<file path="config.mk">
export PLATFORM = sky130hd
export DESIGN_NAME = acs_top
export DESIGN_NICKNAME = d
export VERILOG_FILES = /design/src/logic/acs_pkg.sv /design/src/logic/acs_top.sv
export SDC_FILE = /design/constraint.sdc
export NUM_CORES = 1
export LEC_CHECK = 0
export ABC_AREA = 1
export BUFFER_PORTS_ARGS = -buffer_cell sky130_fd_sc_hd__buf_2
export CORE_UTILIZATION = 33
export DETAILED_ROUTE_END_ITERATION = 8
export GPL_ROUTABILITY_DRIVEN = 0
export SYNTH_ARGS = -nofsm -noshare
export SYNTH_HDL_FRONTEND = slang
export SYNTH_SLANG_ARGS = --single-unit
</file>
<file path="constraint.sdc">
create_clock -name pclk -period 1.9 [get_ports pclk]
set_clock_uncertainty 0.05 [all_clocks]
set_input_delay 0.38 -clock pclk [delete_from_list [all_inputs] [get_ports pclk]]
set_output_delay 0.38 -clock pclk [all_outputs]
set_load 0.01 [all_outputs]
</file>
<file path="src/logic/acs_pkg.sv">
package acs_pkg;

    // apb byte offsets
    localparam logic [7:0] ADDR_CTRL    = 8'h00;
    localparam logic [7:0] ADDR_PINEN   = 8'h04;
    localparam logic [7:0] ADDR_RESULT  = 8'h08;
    localparam logic [7:0] ADDR_STATUS  = 8'h0C;
    localparam logic [7:0] ADDR_MASK    = 8'h10;

    // control register fields
    localparam int CTRL_PU_BIT     = 0;
    localparam int CTRL_CONT_BIT   = 1;
    localparam int CTRL_RES10_BIT  = 2;
    localparam int CTRL_RJUST_BIT  = 3;
    localparam int CTRL_SIGNED_BIT = 4;
    localparam int CTRL_IE_BIT     = 5;
    localparam int CTRL_START_BIT  = 6;
    localparam int CTRL_CH_LSB     = 8;
    localparam int CTRL_W          = 11;

    localparam logic [10:0] CTRL_RESET = 11'h000;
    localparam logic [7:0]  PINEN_RESET = 8'h00;
    localparam logic [15:0] RESULT_RESET = 16'h0000;

    // status/mask bit 0: conversion complete
    localparam int STAT_CC_BIT = 0;

    // timing
    localparam int PCLK_HZ      = 25_000_000;
    localparam int CONV_CLK_HZ  = 2_000_000;
    localparam int CONV_TIME_NS = 14_000;
    // conversion clock enable: every ceil(25/2) pclk cycles
    localparam int CONV_DIV = (PCLK_HZ + CONV_CLK_HZ - 1) / CONV_CLK_HZ;
    // conversion length in conversion clock ticks: 14.0 us * 2 MHz
    localparam int CONV_TICKS = CONV_TIME_NS * (CONV_CLK_HZ / 1_000_000)
                                / 1_000;

    typedef enum logic [1:0] {
        ACS_OFF  = 2'b00,
        ACS_IDLE = 2'b01,
        ACS_CONV = 2'b10
    } acs_state_t;

    typedef struct packed {
        logic [2:0] channel;
        logic       start;
        logic       irq_en;
        logic       signed_fmt;
        logic       right_just;
        logic       res10;
        logic       continuous;
        logic       power_up;
    } acs_ctrl_t;

endpackage

</file>
<file path="src/logic/acs_top.sv">
`timescale 1ns/1ps
module acs_top (
    input  wire logic        pclk,
    input  wire logic        presetn,
    input  wire logic        psel,
    input  wire logic        penable,
    input  wire logic        pwrite,
    input  wire logic [7:0]  paddr,
    input  wire logic [31:0] pwdata,
    output logic      [31:0] prdata,
    output logic             pready,
    output logic             pslverr,
    input  wire logic        stop_mode,
    input  wire logic [9:0]  core_result,
    output logic      [2:0]  core_channel,
    output logic             core_analog_on,
    output logic             core_sample,
    output logic      [7:0]  analog_pin_en,
    output logic             irq
);

    acs_pkg::acs_ctrl_t   ctrl_reg,   ctrl_next;
    logic [7:0]           pinen_reg,  pinen_next;
    logic [15:0]          result_reg, result_next;
    logic                 stat_reg,   stat_next;
    logic                 mask_reg,   mask_next;
    acs_pkg::acs_state_t  state_reg,  state_next;
    logic [4:0]           div_reg,    div_next;
    logic [4:0]           tick_reg,   tick_next;
    logic                 start_req_reg, start_req_next;

    logic wr_en;
    logic rd_en;
    logic active;
    logic conv_en;
    logic done;
    logic rd_result;
    logic clr_status;

    // justify a raw 10-bit sample into the result register
    function automatic logic [15:0] fmt_result(
        input logic [9:0] raw,
        input logic       res10,
        input logic       rjust,
        input logic       sgn
    );
        logic [9:0] v;
        v = res10 ? raw : {raw[9:2], 2'b00};
        if (sgn) begin
            fmt_result = {~v[9], v[8:0], 6'b00_0000};
        end else if (rjust) begin
            fmt_result = res10 ? {6'b00_0000, v} : {8'h00, v[9:2]};
        end else begin
            fmt_result = {v, 6'b00_0000};
        end
    endfunction

    // register word to control fields; bit 7 is a spare hole
    function automatic acs_pkg::acs_ctrl_t word_to_ctrl(
        input logic [31:0] w
    );
        acs_pkg::acs_ctrl_t c;
        c.channel    = w[acs_pkg::CTRL_CH_LSB +: 3];
        c.start      = w[acs_pkg::CTRL_START_BIT];
        c.irq_en     = w[acs_pkg::CTRL_IE_BIT];
        c.signed_fmt = w[acs_pkg::CTRL_SIGNED_BIT];
        c.right_just = w[acs_pkg::CTRL_RJUST_BIT];
        c.res10      = w[acs_pkg::CTRL_RES10_BIT];
        c.continuous = w[acs_pkg::CTRL_CONT_BIT];
        c.power_up   = w[acs_pkg::CTRL_PU_BIT];
        word_to_ctrl = c;
    endfunction

    // read-back word; start is a pulse and always reads zero
    function automatic logic [31:0] ctrl_to_word(
        input acs_pkg::acs_ctrl_t c
    );
        logic [31:0] w;
        w = 32'h0000_0000;
        w[acs_pkg::CTRL_CH_LSB +: 3] = c.channel;
        w[acs_pkg::CTRL_IE_BIT]      = c.irq_en;
        w[acs_pkg::CTRL_SIGNED_BIT]  = c.signed_fmt;
        w[acs_pkg::CTRL_RJUST_BIT]   = c.right_just;
        w[acs_pkg::CTRL_RES10_BIT]   = c.res10;
        w[acs_pkg::CTRL_CONT_BIT]    = c.continuous;
        w[acs_pkg::CTRL_PU_BIT]      = c.power_up;
        ctrl_to_word = w;
    endfunction

    // control value after reset, in field form
    localparam acs_pkg::acs_ctrl_t CTRL_INIT =
        word_to_ctrl(32'(acs_pkg::CTRL_RESET));

    assign wr_en   = psel && penable && pwrite;
    assign rd_en   = psel && !penable && !pwrite;
    assign pready  = 1'b1;
    assign pslverr = 1'b0;

    // a result read counts as the acknowledge of the flag
    assign rd_result  = psel && penable && !pwrite &&
                        paddr == acs_pkg::ADDR_RESULT;
    assign clr_status = wr_en && paddr == acs_pkg::ADDR_STATUS &&
                        pwdata[acs_pkg::STAT_CC_BIT];

    assign active = ctrl_reg.power_up && !stop_mode;

    assign conv_en = active &&
                     (div_reg == 5'(acs_pkg::CONV_DIV - 1));

    assign done = (state_reg == acs_pkg::ACS_CONV) && conv_en &&
                  (tick_reg == 5'(acs_pkg::CONV_TICKS - 1));

    assign analog_pin_en  = pinen_reg;
    assign core_channel   = ctrl_reg.channel;
    assign core_analog_on = active;
    assign core_sample    = done;
    assign irq = stat_reg && mask_reg && ctrl_reg.irq_en;

    // register file; stays writable while powered down
    always_comb begin
        ctrl_next      = ctrl_reg;
        pinen_next     = pinen_reg;
        mask_next      = mask_reg;
        start_req_next = start_req_reg;
        ctrl_next.start = 1'b0;
        if (wr_en) begin
            case (paddr)
                acs_pkg::ADDR_CTRL: begin
                    ctrl_next = word_to_ctrl(pwdata);
                    ctrl_next.start = 1'b0;
                    if (pwdata[acs_pkg::CTRL_START_BIT]) begin
                        start_req_next = 1'b1;
                    end
                end
                acs_pkg::ADDR_PINEN: begin
                    pinen_next = pwdata[7:0];
                end
                acs_pkg::ADDR_MASK: begin
                    mask_next = pwdata[acs_pkg::STAT_CC_BIT];
                end
                default: begin
                end
            endcase
        end
        // a start only survives while the converter is powered and not converting
        if (!active || state_reg == acs_pkg::ACS_CONV) begin
            start_req_next = 1'b0;
        end
    end

    // conversion sequencer
    always_comb begin
        state_next  = state_reg;
        div_next    = div_reg;
        tick_next   = tick_reg;
        result_next = result_reg;
        stat_next   = stat_reg;
        // divider phase restarts at every power-up
        if (active) begin
            div_next = conv_en ? 5'd0 : div_reg + 5'd1;
        end else begin
            div_next = 5'd0;
        end
        case (state_reg)
            acs_pkg::ACS_OFF: begin
                tick_next = 5'd0;
                if (active) begin
                    state_next = acs_pkg::ACS_IDLE;
                end
            end
            acs_pkg::ACS_IDLE: begin
                tick_next = 5'd0;
                if (!active) begin
                    state_next = acs_pkg::ACS_OFF;
                end else if (start_req_reg) begin
                    state_next = acs_pkg::ACS_CONV;
                end
            end
            acs_pkg::ACS_CONV: begin
                if (!active) begin
                    state_next = acs_pkg::ACS_OFF;
                    tick_next  = 5'd0;
                end else if (done) begin
                    tick_next = 5'd0;
                    result_next = fmt_result(core_result,
                                             ctrl_reg.res10,
                                             ctrl_reg.right_just,
                                             ctrl_reg.signed_fmt);
                    if (!ctrl_reg.continuous) begin
                        state_next = acs_pkg::ACS_IDLE;
                    end
                end else if (conv_en) begin
                    tick_next = tick_reg + 5'd1;
                end
            end
            default: begin
                state_next = acs_pkg::ACS_OFF;
                tick_next  = 5'd0;
            end
        endcase
        // write one clears; a completion in the same cycle wins
        if (clr_status) begin
            stat_next = 1'b0;
        end
        // reading the result also clears the flag, unless set again
        if (rd_result) begin
            stat_next = 1'b0;
        end
        if (done) begin
            stat_next = 1'b1;
        end
    end

    // read data registered in the setup phase
    logic [31:0] prdata_next;
    always_comb begin
        prdata_next = prdata;
        if (rd_en) begin
            case (paddr)
                acs_pkg::ADDR_CTRL:
                    prdata_next = ctrl_to_word(ctrl_reg);
                acs_pkg::ADDR_PINEN:
                    prdata_next = {24'h00_0000, pinen_reg};
                acs_pkg::ADDR_RESULT:
                    prdata_next = {16'h0000, result_reg};
                acs_pkg::ADDR_STATUS:
                    prdata_next = {29'h0, state_reg == acs_pkg::ACS_CONV,
                                   active, stat_reg};
                acs_pkg::ADDR_MASK:
                    prdata_next = {31'h0, mask_reg};
                default:
                    prdata_next = 32'h0000_0000;
            endcase
        end
    end

    always_ff @(posedge pclk or negedge presetn) begin
        if (!presetn) begin
            ctrl_reg      <= CTRL_INIT;
            pinen_reg     <= acs_pkg::PINEN_RESET;
            mask_reg      <= 1'b0;
            start_req_reg <= 1'b0;
        end else begin
            ctrl_reg      <= ctrl_next;
            pinen_reg     <= pinen_next;
            mask_reg      <= mask_next;
            start_req_reg <= start_req_next;
        end
    end

    // sequencer state; nothing is clocked off the divider
    always_ff @(posedge pclk or negedge presetn) begin
        if (!presetn) begin
            result_reg <= acs_pkg::RESULT_RESET;
            stat_reg   <= 1'b0;
            state_reg  <= acs_pkg::ACS_OFF;
            div_reg    <= 5'd0;
            tick_reg   <= 5'd0;
        end else begin
            result_reg <= result_next;
            stat_reg   <= stat_next;
            state_reg  <= state_next;
            div_reg    <= div_next;
            tick_reg   <= tick_next;
        end
    end

    // read data register
    always_ff @(posedge pclk or negedge presetn) begin
        if (!presetn) begin
            prdata <= 32'h0000_0000;
        end else begin
            prdata <= prdata_next;
        end
    end

endmodule

</file>
==> flow_metrics.env, run 1 <==
export IMPL_rsz0062_at_grt="true"
export IMPL_ctsLongestPathBuffers=2
export IMPL_dieArea_um2=10900
export IMPL_fin_crit_ps=1910
export IMPL_grt_pass1_wl_mm=13.2
export IMPL_htree_levels=3
export IMPL_ys_types=31
export IMPL_avgSynthCellArea_um2=8.16
export IMPL_reg2reg_from="div_reg[0]$_DFF_PN0_"
export IMPL_yosysSeqAreaShare=0.461
export IMPL_final_cell_mix="nand2_1 (125), dfrtp_1 (64), buf_2 (63)"
export IMPL_nets=553
export IMPL_dp_hpwl_mm=5.89
export IMPL_final_hold_viol_count=0
export IMPL_required_ps=1470
export IMPL_routed_via_density=4.60
export IMPL_root_buffer="clkbuf_8"
export IMPL_grt_pass1_vias=2732
export IMPL_outcome="finished with violations"
export IMPL_postCtsHoldBufs=0
export IMPL_antenna_found_initial=0
export IMPL_arrival_ps=1480
export IMPL_violations="negative setup slack"
export IMPL_num_vias=2922
export IMPL_portBuffers=64
export IMPL_ys_seq_elements=64
export IMPL_netlist_area_um2=3470
export IMPL_final_cell_area_um2=4100
export IMPL_r2r_slack_ps=200
export IMPL_ys_dominant_reg_cell="dfrtp_1"
export IMPL_period_share=1.01
export IMPL_setup_viol=1
export IMPL_clk_pin_slew_ps=70
export IMPL_grt_total_usage=0.154
export IMPL_grt_overflow=0
export IMPL_p_leak_uw=0.00213
export IMPL_place_ws_ps=251
export IMPL_die_h_um=105
export IMPL_clkLatencyLatePin_ps=340
export IMPL_cp_start_kind="flip-flop"
export IMPL_routed_wl_mm=7.99
export IMPL_worstReg2RegEnd="result_reg[5]$_DFFE_PN0P_"
export IMPL_hp_class="in -> async"
export IMPL_critical_path_endpoint_type="output port"
export IMPL_initial_utilization=0.338
export IMPL_drt_iter0_drc=136
export IMPL_drv_slew=0
export IMPL_power_density_nw_per_um2=694
export IMPL_clock_fmax_ghz=0.523
export IMPL_grt_max_degree=34
export IMPL_cp_max_fo=3
export IMPL_io_pins=104
export IMPL_cts_num_sinks=64
export IMPL_drcViolationCount=0
export IMPL_crit_type="reg -> out"
export IMPL_max_cap_violations=0
export IMPL_placedInstanceArea_um2=3830
export IMPL_syn_instance_count=426
export IMPL_synth_async_reset_ratio=1.00
export IMPL_diodes=0
export IMPL_std_cell_rows=37
export IMPL_core_um2=10300
export IMPL_fill_cells=1057
export IMPL_synth_edff_count=0
export IMPL_fp_dieW_um=105
export IMPL_first_pass_iters=6
export IMPL_r2r_cells=8
export IMPL_fin_setup_tns_ps=-11.7
export IMPL_ant_nets=0
export IMPL_finalPower_uw=2850
export IMPL_layout_setup_ws_ps=-11.7
export IMPL_cts_tree="yes"
export IMPL_ir_drop_uv=332
export IMPL_final_common_cell="nand2_1"
export IMPL_cts_buffers=9
export IMPL_utilization=0.399
export IMPL_yosysWarnings=0
export IMPL_area_growth_pct=18.0
export IMPL_avgRoutedWirePerCell_um=12.6
export IMPL_drive_gt1_frac=0.269
[power by group]
| part | total [uW] | internal [uW] | switching, uW |
|---|---|---|---|
| Clock | 1280 | 740 | 542 |
| Combinational | 184 | 54.9 | 129 |
| Sequential | 1380 | 1370 | 8.44 |
| Total | 2850 | 2170 | 680 |
[worst max-delay path by stage]
stage                                    start     endpoint  cells past startpoint
final                     div_reg[0]$_DFF_PN0_  core_sample                      7
after CTS                 div_reg[0]$_DFF_PN0_  core_sample                      7
after global routing      div_reg[0]$_DFF_PN0_  core_sample                      7
after floorplan           div_reg[0]$_DFF_PN0_  core_sample                      7
after detailed placement  div_reg[0]$_DFF_PN0_  core_sample                      7
after global placement    div_reg[0]$_DFF_PN0_  core_sample                      7
[repair_timing]
| action | 4_1_cts | 5_1_grt |
|---|---|---|
| buffers inserted | 3 | 2 |
| pin swaps | 2 | 2 |
| setup endpoints to repair | 1 | 1 |
| resized for setup | 5 | 1 |
[kinds of logic after synthesis]
| logic type | after synthesis | synth area share |
|---|---|---|
| other cells | 2 | 0.00216 |
| flops | 64 | 0.461 |
| fa+ha+maj | 3 | 0.0108 |
| compound gates | 62 | 0.121 |
| simple gates | 214 | 0.274 |
| buf+inv | 77 | 0.122 |
| xor+xnor | 4 | 0.0101 |
[synthesized netlist by cell type (all sizes together) (3+ instances only)]
library cell | number | share of area
nand3 | 37 | 0.057
dfrtp | 64 | 0.46
ha | 3 | 0.011
nor2 | 36 | 0.053
nor3 | 5 | 0.0072
clkbuf | 4 | 0.0043
inv | 41 | 0.044
xor2 | 3 | 0.0076
nand4 | 4 | 0.0072
o31ai | 3 | 0.0065
nand2 | 130 | 0.15
a21oi | 8 | 0.013
buf | 32 | 0.073
o211ai | 3 | 0.0065
o21ai | 46 | 0.091
[critical path, stage by stage, from the launching register on]
cell	delay, ps
dfrtp_1	390
inv_1	60
ha_2	180
nand3_2	100
nor2_4	160
nand3_4	100
inv_2	60
buf_6	90
[stage by stage]
stage	hold WS, ps	instances
after floorplan	34.4	442
after global placement	403	614
after detailed placement	414	614
after CTS	45.0	633
after global routing	66.4	635
final	36.3	635
[layout make-up]
cell class | instances | area (um2) | area share
repair buffers | 77 | 437 | 0.106
clock buffers | 11 | 131 | 0.0320
clock inverters | 5 | 81.3 | 0.0198
well taps | 136 | 170 | 0.0415
flip-flops and latches | 64 | 1600 | 0.391
inverters | 41 | 154 | 0.0375
multi-input cells | 301 | 1530 | 0.372
[routing by layer]
metal / vias to the layer above / GRT usage / share of wire
met5: - / 0 / 0
met4: 0 / 0.0513 / 0.013
met3: 9 / 0.0424 / 0.055
met2: 81 / 0.248 / 0.47
met1: 1373 / 0.199 / 0.46
li1: 1459 / - / -
No activity file was read; power rests on OpenSTA's default activity.
==> inputs of run 2 (changes only) <==
CORE_UTILIZATION = 50   (was 33)
PLACE_DENSITY = 0.78   (was default)
==> flow_metrics.env, run 2 (synthesized netlist as in run 1, its figures left out) <==
export IMPL_reg2reg_from="tick_reg[0]$_DFFE_PN0P_"
export IMPL_critical_path_buf_inv_count=3
export IMPL_grt_pass1_vias=2667
export IMPL_dr_wl_met3_um=378
export IMPL_drcViolationCount=0
export IMPL_fin_crit_ps=1850
export IMPL_io_pins=104
export IMPL_drt_iter0_drc=148
export IMPL_finalNonFillerCells=579
export IMPL_rsz0062_at_grt="true"
export IMPL_max_cap_violations=0
export IMPL_grt_max_degree=65
export IMPL_required_ps=1470
export IMPL_clock_fmax_ghz=0.542
export IMPL_ant_nets=0
export IMPL_core_um2=6760
export IMPL_dp_hpwl_mm=5.34
export IMPL_avgRoutedWirePerCell_um=12.8
export IMPL_finalPower_uw=2770
export IMPL_slowest_stage="dfrtp_1"
export IMPL_whs_ps=-6.54
export IMPL_period_share=0.971
export IMPL_dieArea_um2=7290
export IMPL_drive_gt1_frac=0.275
export IMPL_setup_viol=0
export IMPL_cts_buffers=9
export IMPL_ff_latch_area_um2=1600
export IMPL_cp_start_kind="flip-flop"
export IMPL_cp_cell_sequence="inv_2 > ha_4 > nand3_4 > nor2_4 > nand3_4 > inv_2 > buf_6"
export IMPL_first_pass_iters=4
export IMPL_worstReg2RegEnd="tick_reg[4]$_DFFE_PN0P_"
export IMPL_portBuffers=64
export IMPL_clk_pin_slew_ps=70
export IMPL_r2r_cells=8
export IMPL_placedInstanceArea_um2=3750
export IMPL_grt_total_usage=0.216
export IMPL_num_vias=2894
export IMPL_std_cell_rows=30
export IMPL_multi_input_area_um2=1540
export IMPL_top_layer="met4"
export IMPL_utilization=0.599
export IMPL_fin_setup_tns_ps=0
export IMPL_grt_overflow=0
export IMPL_final_common_cell="nand2_1"
export IMPL_nets=554
export IMPL_ctsLongestPathBuffers=2
export IMPL_drv_slew=0
export IMPL_final_cell_area_um2=4050
export IMPL_arrival_ps=1420
export IMPL_critical_path_endpoint_type="output port"
export IMPL_slowest_delay_ps=400
export IMPL_postCtsHoldBufs=0
export IMPL_cts_num_sinks=64
export IMPL_wl_met2_mm=3.63
export IMPL_grt_pass1_wl_mm=12.3
export IMPL_r2r_slack_ps=190
export IMPL_fill_cells=609
export IMPL_cp_max_fo=2
export IMPL_area_growth_pct=16.4
export IMPL_initial_utilization=0.514
export IMPL_root_buffer="clkbuf_8"
export IMPL_hp_class="in -> async"
export IMPL_htree_levels=3
export IMPL_crit_start="div_reg[1]$_DFF_PN0_"
export IMPL_cp_top_family="flip-flops"
export IMPL_placed_cells=557
export IMPL_cts_tree="yes"
export IMPL_final_cell_mix="nand2_1 (125), dfrtp_1 (64), buf_2 (63)"
export IMPL_routed_via_density=5.00
export IMPL_met1Wirelength_mm=3.37
export IMPL_final_hold_viol_count=5
export IMPL_routed_wl_mm=7.44
export IMPL_p_leak_uw=0.00215
export IMPL_outcome="finished with violations"
export IMPL_antenna_found_initial=0
export IMPL_crit_type="reg -> out"
export IMPL_diodes=0
export IMPL_clkLatencyLatePin_ps=330
export IMPL_ir_drop_uv=285
export IMPL_power_density_nw_per_um2=684
export IMPL_violations="negative hold slack"
export IMPL_die_h_um=85.4
export IMPL_fp_dieW_um=85.4
-- run 2: changes by cell type in the layout (fill, tap and decap cells not counted), sizes merged --
cell      previous run  this run
clkinvlp             1         0
buf                 77        78
clkbuf              11        12
bufinv               2         1
-- run 2: repair_timing --
action | in CTS | in global routing
gates resized for setup | 5 | 4
buffers inserted | 4 | 3
pin swaps | 1 | 3
setup endpoints to repair | 1 | 1
-- run 2: worst max-delay path by stage --
| stage | end | slack (ps) | cells after the start |
|---|---|---|---|
| final | core_sample | 50 | 7 |
| after global routing | core_sample | -20 | 6 |
| after CTS | core_sample | -10 | 7 |
| after detailed placement | tick_reg[4]$_DFFE_PN0P_ | 220 | 8 |
| after global placement | core_sample | 280 | 7 |
| after floorplan | core_sample | 230 | 7 |
-- run 2: final cells by class --
type	instances	share of cell area
Tap cell	80	0.0247
Timing Repair Buffer	78	0.110
Clock buffer	12	0.0408
Multi-Input combinational cell	301	0.381
Sequential cell	64	0.396
Clock inverter	3	0.00990
Inverter	41	0.0380
-- run 2: through the flow --
| step | setup slack, ps | hold slack [ps] |
|---|---|---|
| 2_1_floorplan | 231 | 34.4 |
| 4_1_cts | -13.0 | 11.0 |
| 5_1_grt | -21.8 | 14.4 |
| 6_report | 54.3 | -6.54 |
| 3_5_place_dp | 225 | 371 |
| 3_3_place_gp | 285 | 367 |
-- run 2: routing by layer --
layer / GRT usage / up-vias
met5: 0 / -
met4: 0.0727 / 0
met3: 0.0564 / 6
met2: 0.358 / 77
met1: 0.276 / 1352
li1: - / 1459
-- run 2: where the power goes --
group	switching, uW	internal (uW)	total (uW)
Sequential	8.54	1370	1380
Clock	506	702	1210
Combinational	124	56.8	180
-- run 2: worst reg2reg max path: stages (launching register included) --
cell and delay [ps]:
dfrtp_1 400, ha_1 220, inv_1 80, nor2_1 80, nand3_4 80, buf_4 120
buf_4 230, nand2_2 130, nor3_1 240
